<file path="src/rtl/pst_pkg.sv">
// Package of constants for the position sequence table stepper.
package pst_pkg;

    // Register indices; the byte address on the bus is four times the index.
    localparam logic [13:0] CONFIG_IDX = 14'h21f4;
    localparam logic [13:0] POINTER_IDX = 14'h21f5;
    localparam logic [13:0] RUN_IDX = 14'h21f6;
    localparam logic [13:0] STATUS_IDX = 14'h21f7;
    localparam logic [13:0] TARGET_OUT_IDX = 14'h21f8;
    localparam logic [13:0] POS_TABLE_IDX = 14'h21fe;
    localparam logic [13:0] DWELL_TABLE_IDX = 14'h223a;

    // Table geometry.
    localparam int TABLE_DEPTH = 16;
    localparam int INDEX_W = 4;
    localparam logic [3:0] LAST_ENTRY = 4'hf;

    // Field positions of sequence_config.
    localparam int CFG_DELAY_MODE_BIT = 0;
    localparam int CFG_SCALE_LO_BIT = 2;
    localparam int CFG_SCALE_HI_BIT = 3;
    localparam int CFG_REPEAT_BIT = 4;
    localparam logic [15:0] CFG_WRITE_MASK = 16'h001d;

    // Field positions of the run and status registers.
    localparam int RUN_ENABLE_BIT = 0;
    localparam int STAT_ACTIVE_BIT = 0;
    localparam int STAT_WAIT_POS_BIT = 1;
    localparam int STAT_TIMING_BIT = 2;
    localparam int STAT_DONE_BIT = 3;

    // Reset values.
    localparam logic [15:0] CONFIG_RESET = 16'h0000;
    localparam logic [3:0] POINTER_RESET = 4'h0;
    localparam logic [31:0] POS_RESET = 32'h0000_0000;
    localparam logic [15:0] DWELL_RESET = 16'h0000;

    // Time scale codes.
    localparam logic [1:0] SCALE_MS = 2'b00;
    localparam logic [1:0] SCALE_S = 2'b01;
    localparam logic [1:0] SCALE_MIN = 2'b10;

    // Timing: one millisecond base tick derived from the 40 ns clock.
    localparam int CLK_PERIOD_NS = 40;
    localparam int MS_TICK_NS = 1000000;
    localparam int CYCLES_PER_MS = MS_TICK_NS / CLK_PERIOD_NS;
    localparam logic [16:0] MS_PER_S = 17'h003e8;
    localparam logic [16:0] MS_PER_MIN = 17'h0ea60;

    typedef enum logic [3:0] {
        ST_IDLE = 4'b0001,
        ST_LOAD = 4'b0010,
        ST_WAIT_POS = 4'b0100,
        ST_TIMING = 4'b1000
    } pst_state_e;

endpackage

</file>
<file path="src/rtl/pst_dwell_timer.sv">
// Dwell timer counting milliseconds, seconds or minutes from a one-cycle start.
module pst_dwell_timer #(
    parameter int CYCLES_PER_MS = pst_pkg::CYCLES_PER_MS
) (
    // Clock and reset
    input wire logic pclk,
    input wire logic presetn,
    // Control
    input wire logic start,
    input wire logic abort,
    input wire logic [15:0] count,
    input wire logic [1:0] scale,
    // Result
    output logic expire
);

    logic busy_reg, busy_next;
    logic [31:0] cyc_reg, cyc_next;
    logic [16:0] ms_reg, ms_next;
    logic [16:0] ms_per_unit_reg, ms_per_unit_next;
    logic [15:0] left_reg, left_next;
    logic expire_reg, expire_next;
    logic ms_tick;
    logic unit_tick;

    // The base millisecond enable only runs while a dwell is in progress, so each
    // dwell starts on a whole-millisecond boundary of its own.
    assign ms_tick = busy_reg && (cyc_reg == 32'(CYCLES_PER_MS - 1));
    assign unit_tick = ms_tick && (ms_reg == ms_per_unit_reg - 17'h00001);
    assign expire = expire_reg;

    always_comb begin
        busy_next = busy_reg;
        cyc_next = cyc_reg;
        ms_next = ms_reg;
        ms_per_unit_next = ms_per_unit_reg;
        left_next = left_reg;
        expire_next = 1'b0;
        if (abort) begin
            busy_next = 1'b0;
        end else if (start) begin
            cyc_next = 32'h0000_0000;
            ms_next = 17'h00000;
            left_next = count;
            case (scale)
                pst_pkg::SCALE_MS: ms_per_unit_next = 17'h00001;
                pst_pkg::SCALE_S: ms_per_unit_next = pst_pkg::MS_PER_S;
                pst_pkg::SCALE_MIN: ms_per_unit_next = pst_pkg::MS_PER_MIN;
                default: ms_per_unit_next = pst_pkg::MS_PER_MIN;
            endcase
            // A zero count expires at once; the sequencer decides what zero means.
            if (count == 16'h0000) begin
                expire_next = 1'b1;
            end else begin
                busy_next = 1'b1;
            end
        end else if (busy_reg) begin
            cyc_next = ms_tick ? 32'h0000_0000 : cyc_reg + 32'h0000_0001;
            if (ms_tick) begin
                ms_next = unit_tick ? 17'h00000 : ms_reg + 17'h00001;
            end
            if (unit_tick) begin
                left_next = left_reg - 16'h0001;
                if (left_reg == 16'h0001) begin
                    busy_next = 1'b0;
                    expire_next = 1'b1;
                end
            end
        end
    end

    always_ff @(posedge pclk or negedge presetn) begin
        if (!presetn) begin
            busy_reg <= 1'b0;
            cyc_reg <= 32'h0000_0000;
            ms_reg <= 17'h00000;
            ms_per_unit_reg <= 17'h00001;
            left_reg <= 16'h0000;
            expire_reg <= 1'b0;
        end else begin
            busy_reg <= busy_next;
            cyc_reg <= cyc_next;
            ms_reg <= ms_next;
            ms_per_unit_reg <= ms_per_unit_next;
            left_reg <= left_next;
            expire_reg <= expire_next;
        end
    end

endmodule

</file>
<file path="src/rtl/pst_sequencer.sv">
// Sequence table stepper with APB register access and position target output.
//
// Function
// - Delay mode 0 starts dwell immediately.
// - Mode 0 advances on expiry, reached or not.
// - Delay mode 1 waits for position reached.
// - Two-bit field picks ms, s or min.
// - Repeat clear stops on zero dwell entry.
// - Repeat set does not stop on zero dwell entries.
// - Pointer increments per finished table entry, except the last one with repeat clear.
// - Targets are signed 1/4096 revolution counts.
// - Dwell values count the selected time unit.
module pst_sequencer #(
    parameter int CYCLES_PER_MS = pst_pkg::CYCLES_PER_MS
) (
    // Clock and reset
    input wire logic pclk,
    input wire logic presetn,
    // APB slave
    input wire logic psel,
    input wire logic penable,
    input wire logic pwrite,
    input wire logic [15:0] paddr,
    input wire logic [31:0] pwdata,
    output logic [31:0] prdata,
    output logic pready,
    output logic pslverr,
    // Regulator side
    input wire logic position_reached,
    output logic signed [31:0] target_position,
    output logic target_strobe,
    output logic sequence_active
);

    // Returns 1 when the word index lies within a 16-entry table at base.
    function automatic logic in_table(input logic [13:0] idx, input logic [13:0] base);
        in_table = (idx >= base) && (idx < base + 14'(pst_pkg::TABLE_DEPTH));
    endfunction

    // Register storage.
    logic [15:0] config_reg, config_next;
    logic [3:0] pointer_reg, pointer_next;
    logic run_reg, run_next;
    logic done_reg, done_next;
    logic signed [31:0] pos_mem [pst_pkg::TABLE_DEPTH];
    logic [15:0] dwell_mem [pst_pkg::TABLE_DEPTH];

    // Bus answer registers.
    logic [31:0] prdata_reg, prdata_next;
    logic pready_reg, pready_next;
    logic pslverr_reg, pslverr_next;

    // Sequencer registers.
    pst_pkg::pst_state_e state_reg, state_next;
    logic signed [31:0] target_reg, target_next;
    logic strobe_reg, strobe_next;
    logic timer_start;
    logic timer_abort;
    logic timer_expire;

    logic [13:0] widx;
    logic wr_en;
    logic setup;
    logic mapped;
    logic [3:0] pos_sel;
    logic [3:0] dwell_sel;
    logic delay_mode;
    logic repeat_on;
    logic [1:0] scale;
    logic [15:0] cur_dwell;

    assign widx = paddr[15:2];
    assign setup = psel && !penable;
    assign wr_en = psel && penable && pready_reg && pwrite;
    assign pos_sel = 4'(widx - pst_pkg::POS_TABLE_IDX);
    assign dwell_sel = 4'(widx - pst_pkg::DWELL_TABLE_IDX);
    assign delay_mode = config_reg[pst_pkg::CFG_DELAY_MODE_BIT];
    assign repeat_on = config_reg[pst_pkg::CFG_REPEAT_BIT];
    assign scale = config_reg[pst_pkg::CFG_SCALE_HI_BIT:pst_pkg::CFG_SCALE_LO_BIT];
    assign cur_dwell = dwell_mem[pointer_reg];

    assign mapped = (widx == pst_pkg::CONFIG_IDX) || (widx == pst_pkg::POINTER_IDX) ||
                    (widx == pst_pkg::RUN_IDX) || (widx == pst_pkg::STATUS_IDX) ||
                    (widx == pst_pkg::TARGET_OUT_IDX) ||
                    in_table(widx, pst_pkg::POS_TABLE_IDX) ||
                    in_table(widx, pst_pkg::DWELL_TABLE_IDX);

    assign prdata = prdata_reg;
    assign pready = pready_reg;
    assign pslverr = pslverr_reg;
    assign target_position = target_reg;
    assign target_strobe = strobe_reg;
    assign sequence_active = run_reg;

    // Bus answer: data is prepared in the setup cycle so the access ends in one cycle.
    always_comb begin
        prdata_next = 32'h0000_0000;
        pready_next = setup;
        pslverr_next = setup && !mapped;
        if (setup && !pwrite) begin
            if (widx == pst_pkg::CONFIG_IDX) begin
                prdata_next = {16'h0000, config_reg};
            end else if (widx == pst_pkg::POINTER_IDX) begin
                prdata_next = {28'h0000000, pointer_reg};
            end else if (widx == pst_pkg::RUN_IDX) begin
                prdata_next = {31'h00000000, run_reg};
            end else if (widx == pst_pkg::STATUS_IDX) begin
                prdata_next[pst_pkg::STAT_ACTIVE_BIT] = run_reg;
                prdata_next[pst_pkg::STAT_WAIT_POS_BIT] = (state_reg == pst_pkg::ST_WAIT_POS);
                prdata_next[pst_pkg::STAT_TIMING_BIT] = (state_reg == pst_pkg::ST_TIMING);
                prdata_next[pst_pkg::STAT_DONE_BIT] = done_reg;
            end else if (widx == pst_pkg::TARGET_OUT_IDX) begin
                prdata_next = target_reg;
            end else if (in_table(widx, pst_pkg::POS_TABLE_IDX)) begin
                prdata_next = pos_mem[pos_sel];
            end else if (in_table(widx, pst_pkg::DWELL_TABLE_IDX)) begin
                prdata_next = {16'h0000, dwell_mem[dwell_sel]};
            end
        end
    end

    always_ff @(posedge pclk or negedge presetn) begin
        if (!presetn) begin
            prdata_reg <= 32'h0000_0000;
            pready_reg <= 1'b0;
            pslverr_reg <= 1'b0;
        end else begin
            prdata_reg <= prdata_next;
            pready_reg <= pready_next;
            pslverr_reg <= pslverr_next;
        end
    end

    // Tables: software writes only; the sequencer reads them.
    // Each slot decodes its own write, so one bus write touches at most one slot.
    for (genvar g = 0; g < pst_pkg::TABLE_DEPTH; g++) begin : g_slot
        logic signed [31:0] pos_next;
        logic [15:0] dwell_next;

        always_comb begin
            pos_next = pos_mem[g];
            dwell_next = dwell_mem[g];
            if (wr_en && in_table(widx, pst_pkg::POS_TABLE_IDX) && pos_sel == 4'(g)) begin
                pos_next = pwdata;
            end
            if (wr_en && in_table(widx, pst_pkg::DWELL_TABLE_IDX) && dwell_sel == 4'(g)) begin
                dwell_next = pwdata[15:0];
            end
        end

        always_ff @(posedge pclk or negedge presetn) begin
            if (!presetn) begin
                pos_mem[g] <= pst_pkg::POS_RESET;
                dwell_mem[g] <= pst_pkg::DWELL_RESET;
            end else begin
                pos_mem[g] <= pos_next;
                dwell_mem[g] <= dwell_next;
            end
        end
    end

    // Sequencer and control registers.
    always_comb begin
        config_next = config_reg;
        pointer_next = pointer_reg;
        run_next = run_reg;
        done_next = done_reg;
        state_next = state_reg;
        target_next = target_reg;
        strobe_next = 1'b0;
        timer_start = 1'b0;
        timer_abort = 1'b0;
        case (state_reg)
            pst_pkg::ST_IDLE: begin
                if (run_reg) begin
                    state_next = pst_pkg::ST_LOAD;
                end
            end
            pst_pkg::ST_LOAD: begin
                if (cur_dwell == 16'h0000 && !repeat_on) begin
                    run_next = 1'b0;
                    done_next = 1'b1;
                    state_next = pst_pkg::ST_IDLE;
                end else begin
                    // The target moves here even when a stop written in the load cycle suppresses its strobe,
                    // so a refused entry changes target_position without a strobe to the regulator.
                    target_next = pos_mem[pointer_reg];
                    strobe_next = 1'b1;
                    if (delay_mode) begin
                        state_next = pst_pkg::ST_WAIT_POS;
                    end else begin
                        timer_start = 1'b1;
                        state_next = pst_pkg::ST_TIMING;
                    end
                end
            end
            pst_pkg::ST_WAIT_POS: begin
                if (position_reached && !strobe_reg) begin
                    timer_start = 1'b1;
                    state_next = pst_pkg::ST_TIMING;
                end
            end
            pst_pkg::ST_TIMING: begin
                // Expiry alone moves on; position_reached is not looked at here.
                if (timer_expire) begin
                    if (pointer_reg == pst_pkg::LAST_ENTRY && !repeat_on) begin
                        run_next = 1'b0;
                        done_next = 1'b1;
                        state_next = pst_pkg::ST_IDLE;
                    end else begin
                        // A zero dwell with repeat set just passes through here.
                        pointer_next = pointer_reg + 4'h1;
                        state_next = pst_pkg::ST_LOAD;
                    end
                end
            end
            default: begin
                state_next = pst_pkg::ST_IDLE;
            end
        endcase
        if (wr_en) begin
            if (widx == pst_pkg::CONFIG_IDX) begin
                config_next = pwdata[15:0] & pst_pkg::CFG_WRITE_MASK;
            end
            // A software write to the pointer outranks the sequencer's own step.
            if (widx == pst_pkg::POINTER_IDX) begin
                pointer_next = pwdata[3:0];
            end
            if (widx == pst_pkg::RUN_IDX) begin
                run_next = pwdata[pst_pkg::RUN_ENABLE_BIT];
                if (pwdata[pst_pkg::RUN_ENABLE_BIT]) begin
                    done_next = 1'b0;
                end else begin
                    // A stop in the load cycle must not issue a target while idle.
                    strobe_next = 1'b0;
                    timer_abort = 1'b1;
                    state_next = pst_pkg::ST_IDLE;
                end
            end
        end
    end

    always_ff @(posedge pclk or negedge presetn) begin
        if (!presetn) begin
            config_reg <= pst_pkg::CONFIG_RESET;
            pointer_reg <= pst_pkg::POINTER_RESET;
            run_reg <= 1'b0;
            done_reg <= 1'b0;
            state_reg <= pst_pkg::ST_IDLE;
            target_reg <= pst_pkg::POS_RESET;
            strobe_reg <= 1'b0;
        end else begin
            config_reg <= config_next;
            pointer_reg <= pointer_next;
            run_reg <= run_next;
            done_reg <= done_next;
            state_reg <= state_next;
            target_reg <= target_next;
            strobe_reg <= strobe_next;
        end
    end

    pst_dwell_timer #(
        .CYCLES_PER_MS(CYCLES_PER_MS)
    ) u_timer (
        .pclk(pclk),
        .presetn(presetn),
        .start(timer_start),
        .abort(timer_abort),
        .count(cur_dwell),
        .scale(scale),
        .expire(timer_expire)
    );

endmodule
</file>
<file path="config.mk">
export PLATFORM = sky130hd
export DESIGN_NAME = pst_sequencer
export DESIGN_NICKNAME = d
export VERILOG_FILES = /design/src/rtl/pst_pkg.sv /design/src/rtl/pst_dwell_timer.sv /design/src/rtl/pst_sequencer.sv
export SDC_FILE = /design/constraint.sdc
export NUM_CORES = 2
export LEC_CHECK = 0
export BUFFER_PORTS_ARGS = -buffer_cell sky130_fd_sc_hd__buf_4
export CAP_MARGIN = 20
export CELL_PAD_IN_SITES_DETAIL_PLACEMENT = 0
export CELL_PAD_IN_SITES_GLOBAL_PLACEMENT = 1
export CORE_MARGIN = 2
export CORE_UTILIZATION = 43
export CTS_BUF_LIST = sky130_fd_sc_hd__clkbuf_2 sky130_fd_sc_hd__clkbuf_4 sky130_fd_sc_hd__clkbuf_8
export DETAILED_ROUTE_END_ITERATION = 8
export PLACE_DENSITY = 0.65
export RECOVER_POWER = 50
export SLEW_MARGIN = 25
export SYNTH_ARGS = -nofsm -noshare
export SYNTH_HDL_FRONTEND = slang
export SYNTH_SLANG_ARGS = --single-unit
</file>
<file path="constraint.sdc">
create_clock -name pclk -period 10.3 [get_ports pclk]
set_input_delay 1.03 -clock pclk [delete_from_list [all_inputs] [get_ports pclk]]
set_output_delay 1.03 -clock pclk [all_outputs]
set_load 0.02 [all_outputs]
</file>
### Yosys cells after proc, flatten, opt, wreduce, memory -nomap -nowiden

Index checks and enable logic that the tools add are counted.

| storage, ports and cells | value |
|---|---|
| bits in registers | 933 |
| output and inout bits | 68 |
| word-level logic and storage cells | 267 |

| cells by class | value |
|---|---|
| $add $sub $neg | 7 |
| order comparisons | 7 |
| equal/unequal tests | 45 |
| multiplexer cells | 84 |
| bitwise gates (word level) | 5 |
| reduce and logical (&&, ||, !) cells | 71 |

Operators by type and width:

| operator | count |
|---|---|
| 32-bit 2-to-1 mux | 13 |
| 32-bit binary-select mux with 4-bit select | 2 |
| 16-bit binary-select mux with 4-bit select | 2 |
| 16-bit 2-to-1 mux | 8 |
| 4-bit == test, second input constant | 18 |
| 14-bit == test, second input constant | 5 |
| 17-bit 2-to-1 mux | 4 |
| 4-bit 2-to-1 mux | 14 |
| 1-bit logical AND | 47 |
| 4-bit by 3-bit == test with 1-bit output, second input constant | 9 |
| 1-bit 2-to-1 mux | 34 |
| 32-bit by 1-bit adder with 32-bit output, second input constant | 1 |
| 32-bit by 15-bit == test with 1-bit output, second input constant | 1 |
| 16-bit case mux with 2 select lines | 1 |
| 14-bit >= comparator, second input constant | 2 |
| 14-bit < comparator, second input constant | 2 |
| 28-bit 2-to-1 mux | 1 |
| 4-bit by 2-bit == test with 1-bit output, second input constant | 5 |
| 17-bit by 1-bit adder with 17-bit output, second input constant | 1 |
| 17-bit == test | 1 |
| 17-bit by 1-bit subtractor with 17-bit output, second input constant | 1 |
| 16-bit by 1-bit == test with 1-bit output, second input constant | 1 |
| 16-bit logical NOT | 1 |
| 4-bit case mux with 4 select lines | 1 |
| 18 further kinds | 44 |

### Logic depth before layout (Yosys ltp)

| logic depth | value |
|---|---|
| word-level depth | 13 |
| gate-level depth with buffers | 16 |
| depth with buffers taken out | 11 |

### By module

Synthesis repeated with hierarchy kept, for this count alone.

| second synthesis, totals | value |
|---|---|
| cell total of the unflattened synthesis | 3266 |
| area total of the unflattened synthesis | 48161.2 um^2 |

Modules (own cells, without submodules):

| module | instances | cells each | area an instance (um^2) | seq. area each (um^2) |
|---|---|---|---|---|
| pst_sequencer | 1 | 2782 | 43955.9 | 21246.6 |
| pst_dwell_timer | 1 | 484 | 4205.3 | 1778.0 |

### Worst setup path before layout

OpenSTA, ideal clock, no wires.

| timing path | value |
|---|---|
| kind | input-to-reg |
| from | input port paddr[2] |
| to | register dwell_mem[101] (netlist name) |
| arrival time | 3766 ps |
| data required time | 10175 ps |
| setup slack | 6410 ps |
| cell stages on the path | 10 |
| path buffers | 5 |
| path through | clkbuf_1 buf_2 buf_1 buf_1 nand2_1 nor2_1 nand2_1 nor2_1 clkbuf_1 mux2_2 |

| between the ends | value |
|---|---|
| cells in the longest elaborated chain, start to end | 4 |
| elaborated cells on any way between the ends | 7 |

RTL lines:

| what | line | RTL |
|---|---|---|
| from (decl) | pst_sequencer.sv:23 | `input wire logic [15:0] paddr,` |
| 14-bit >= comparator or 14-bit < comparator (tied branches) | pst_sequencer.sv:37 | `in_table = (idx >= base) && (idx < base + 14'(pst_pkg::TABLE_DEPTH));` |
| 1-bit logical AND | pst_sequencer.sv:37 |  |
| 1-bit logical AND | pst_sequencer.sv:146 | `if (wr_en && in_table(widx, pst_pkg::DWELL_TABLE_IDX) && dwell_sel == 4'(g)) begin` |
| 1-bit logical AND * | pst_sequencer.sv:146 |  |
| to (signal, indexed assignment) | pst_sequencer.sv:154 | `dwell_mem[g] <= pst_pkg::DWELL_RESET;` |
| to (signal, indexed assignment) | pst_sequencer.sv:157 | `dwell_mem[g] <= dwell_next;` |
| to (decl) | pst_sequencer.sv:46 | `logic [15:0] dwell_mem [pst_pkg::TABLE_DEPTH];` |

Every way passes the cells marked *; elsewhere a longest branch is shown, timed or not.
A chain may end at the register's enable or synchronous reset.

==> results.tsv <==
metric	value	unit
intPower	0.00580	W
p_seq_frac	0.476	
die_h	339	um
run_status	finished with violations	
drive_gt1_frac	0.465	
clock_path_buffers	3	
p_clk_frac	0.485	
grt_pass1_vias	34900	
top_layer	met5	
syn_area_per_cell	14.3	um2
rows	122	
hold_viol	0	
core	111000	um2
drc	0	
dieArea	115000	um2
antenna_found_initial	3	
holdWs	0.425	ns
path_clk_slew	0.06	ns
relSlewSlack	-2.11	
port-buffer-count	119	
die_w	339	um
ant_nets	0	
wl_per_cell	29.7	um
largest-register	pos_mem	
cts.sinks	920	
met1_length	62300	um
crit_arrival	7.83	ns
synth-edff-count	0	
critPathMaxFanout	158	
postSynth.asyncResetShare	1.00	
cts_buffers	165	
violations	capacitance limit, slew limit	
worstHoldPathType	input pin to flop	
endpoint_kind	asynchronous set/reset pin	
wl_met2	73600	um
fin_nets	3481	
startpoint_type	input pin	
ys_ff_latch	920	
sw_frac_of_total	0.236	
fillers	9572	
synthFlopType	dfrtp_1	
crit_type	input pin to asynchronous set/reset pin	
critPathRequiredTime	11.14	ns
rsz0062_at_grt	no	
postCtsHoldBufs	0	
initial_utilization	0.434	
cap_violations	3	
vias	32400	
post_cts_resized	0	
setup_viol	0	
period_share	0.679	
p_comb_frac	0.039	
ys_types	71	
clock_latency	0.87	ns
yosysSeqAreaShare	0.478	
wl_met3	8310	um
grt_usage	0.261	
tightestPinTransition	4.66	ns
grt_pass1_wl	226000	um
gp_congestion	0.798	
cts_tree	built	
htree_num_levels	4	
grt_overflow	0	
root_buffer	clkbuf_8	
grt_max_degree	186	
top_regs	pos_mem (512), dwell_mem (256)	
largest_register_ff_count	512	
synth_nets	3445	
power	0.00760	W
skew	0.0359	ns
fin_tns_setup	0	ns
drt_wl_total	150000	um
drt_iter0_drc	2690	
p_per_area	141	nW/um2
slew_violations	274	
synth_warnings	0	
p_switching	0.00180	W
dr.pass1.iters	6	
ios	122	
min_period	6.99	ns
area_delta_synth_final	11.8	%
fmax	0.143	GHz
hpwl	83700	um
cts_setup_buffers	0	
viasPerCell	6.42	
netlist_area	48200	um2
p_leak	25.6	nW
ir_drop	0.0950	mV
syn_inst	3382	
==> worst paths after layout <==
| check | startpoint | endpoint | slack [ns] | cells after the start |
|---|---|---|---|---|
| worst max-delay path | presetn | pos_mem[176] | 3.31 | 4 |
| worst min-delay path | psel | pready | 0.42 | 3 |
| worst max register to register | pointer_reg[0] | u_timer.cyc_reg[22] | 4.33 | 11 |
| worst min register to register | done_reg | done_reg | 0.50 | 1 |
| max in group pclk | pointer_reg[0] | u_timer.cyc_reg[22] | 4.33 | 11 |
| min in group asynchronous | presetn | u_timer.ms_reg[6] | 1.79 | 1 |
==> worst max-delay path, cell delays in order <==
cell	delay, ns
clkbuf_1	3.12
buf_12	0.31
clkbuf_2	2.28
buf_12	0.63
==> synthesized netlist by cell type, types with 9 or more instances <==
cell type    n  share of area
a31oi_1     13         0.0017
a21o_1      40         0.0062
inv_1       24         0.0019
buf_1       61         0.0047
a21oi_1     72         0.0075
nand2b_1    14         0.0018
ha_1         9         0.0023
dfrtp_1    918           0.48
nor2_2       9         0.0012
nor2b_1      9         0.0012
nor2_1     107         0.0083
nand4_1     17         0.0022
a21oi_2     13         0.0024
mux2i_1    101          0.021
a222oi_1    40         0.0083
nand3_1     42         0.0044
and2_1      18         0.0023
clkbuf_1   222          0.017
or3_1       12         0.0016
nor4b_1     12         0.0022
a221oi_1    51         0.0093
o21ai_0     66         0.0069
a22o_1       9         0.0016
nor3_1      28         0.0029
nand2_1     90         0.0070
buf_6        9         0.0021
mux4_2     387           0.18
mux2_2     778           0.18
nor4_1      13         0.0017
buf_2       21         0.0022
a22oi_1     39         0.0061
and3_1      29         0.0038
==> power by group through the flow <==
stage	Combinational (W)	Sequential (W)	Clock [W]
6_report	0.000295	0.00362	0.00368
4_1_cts	0.000301	0.00362	0.00378
2_1_floorplan	0.000132	0.00368	0
3_3_place_gp	0.000288	0.00368	0
5_1_grt	0.000323	0.00362	0.00393
3_5_place_dp	0.000300	0.00368	0
==> through the flow <==
stage	setup WS (ns)	util	cells	cell area, um2
global placement	4.31	0.455	4737	50500
detailed placement	4.28	0.455	4737	50500
floorplan	6.41	-	3382	48200
global route	2.01	0.486	5038	53900
CTS	4.29	0.488	5035	54100
finish	3.31	0.486	5041	53900
==> layout by cell type, fill, tap and decap left out, types with 12 or more instances in the layout <==
| master | Yosys | routed |
|---|---|---|
| a21o_1 | 40 | 40 |
| a21oi_1 | 72 | 70 |
| a21oi_2 | 13 | 14 |
| a221oi_1 | 51 | 51 |
| a222oi_1 | 40 | 40 |
| a22oi_1 | 39 | 39 |
| a31oi_1 | 13 | 13 |
| and2_1 | 18 | 18 |
| and3_1 | 29 | 29 |
| buf_4 | 2 | 98 |
| clkbuf_1 | 222 | 70 |
| clkbuf_4 | 0 | 66 |
| clkbuf_8 | 0 | 205 |
| clkinv_2 | 0 | 12 |
| dfrtp_1 | 918 | 915 |
| inv_1 | 24 | 24 |
| mux2_2 | 778 | 778 |
| mux2i_1 | 101 | 101 |
| mux4_2 | 387 | 387 |
| nand2_1 | 90 | 84 |
| nand2b_1 | 14 | 13 |
| nand3_1 | 42 | 34 |
| nand4_1 | 17 | 17 |
| nor2_1 | 107 | 98 |
| nor3_1 | 28 | 28 |
| nor4b_1 | 12 | 12 |
| o21ai_0 | 66 | 66 |
| or3_1 | 12 | 12 |
==> metal layers <==
layer	vias up	global-route usage
met5	-	0
li1	13300	-
met3	367	0.0435
met1	17500	0.346
met2	1220	0.430
met4	4	0.105
==> area by class of cell <==
cell class / instances / area, um2 / share of cell area
clock buffer: 270 / 3310 / 0.0614
sequential: 920 / 23000 / 0.427
timing repair buffer: 184 / 1240 / 0.0231
tap: 1488 / 1860 / 0.0345
inverter: 26 / 98.8 / 0.00183
clock inverter: 28 / 279 / 0.00518
multi-input combinational: 2121 / 24100 / 0.446
antenna: 4 / 10.0 / 0.000186
==> cells by family after synthesis <==
logic type,Yosys count,synth area share
flip-flops,920,0.478
AND/OR/NAND/NOR,435,0.0465
adder cells (fa/ha/maj),9,0.00234
buffers and inverters,341,0.0287
XOR/XNOR,8,0.00145
multiplexers,1266,0.384
AO/OA/AOI/OAI,403,0.0599
(Power assumes the default switching activity.)
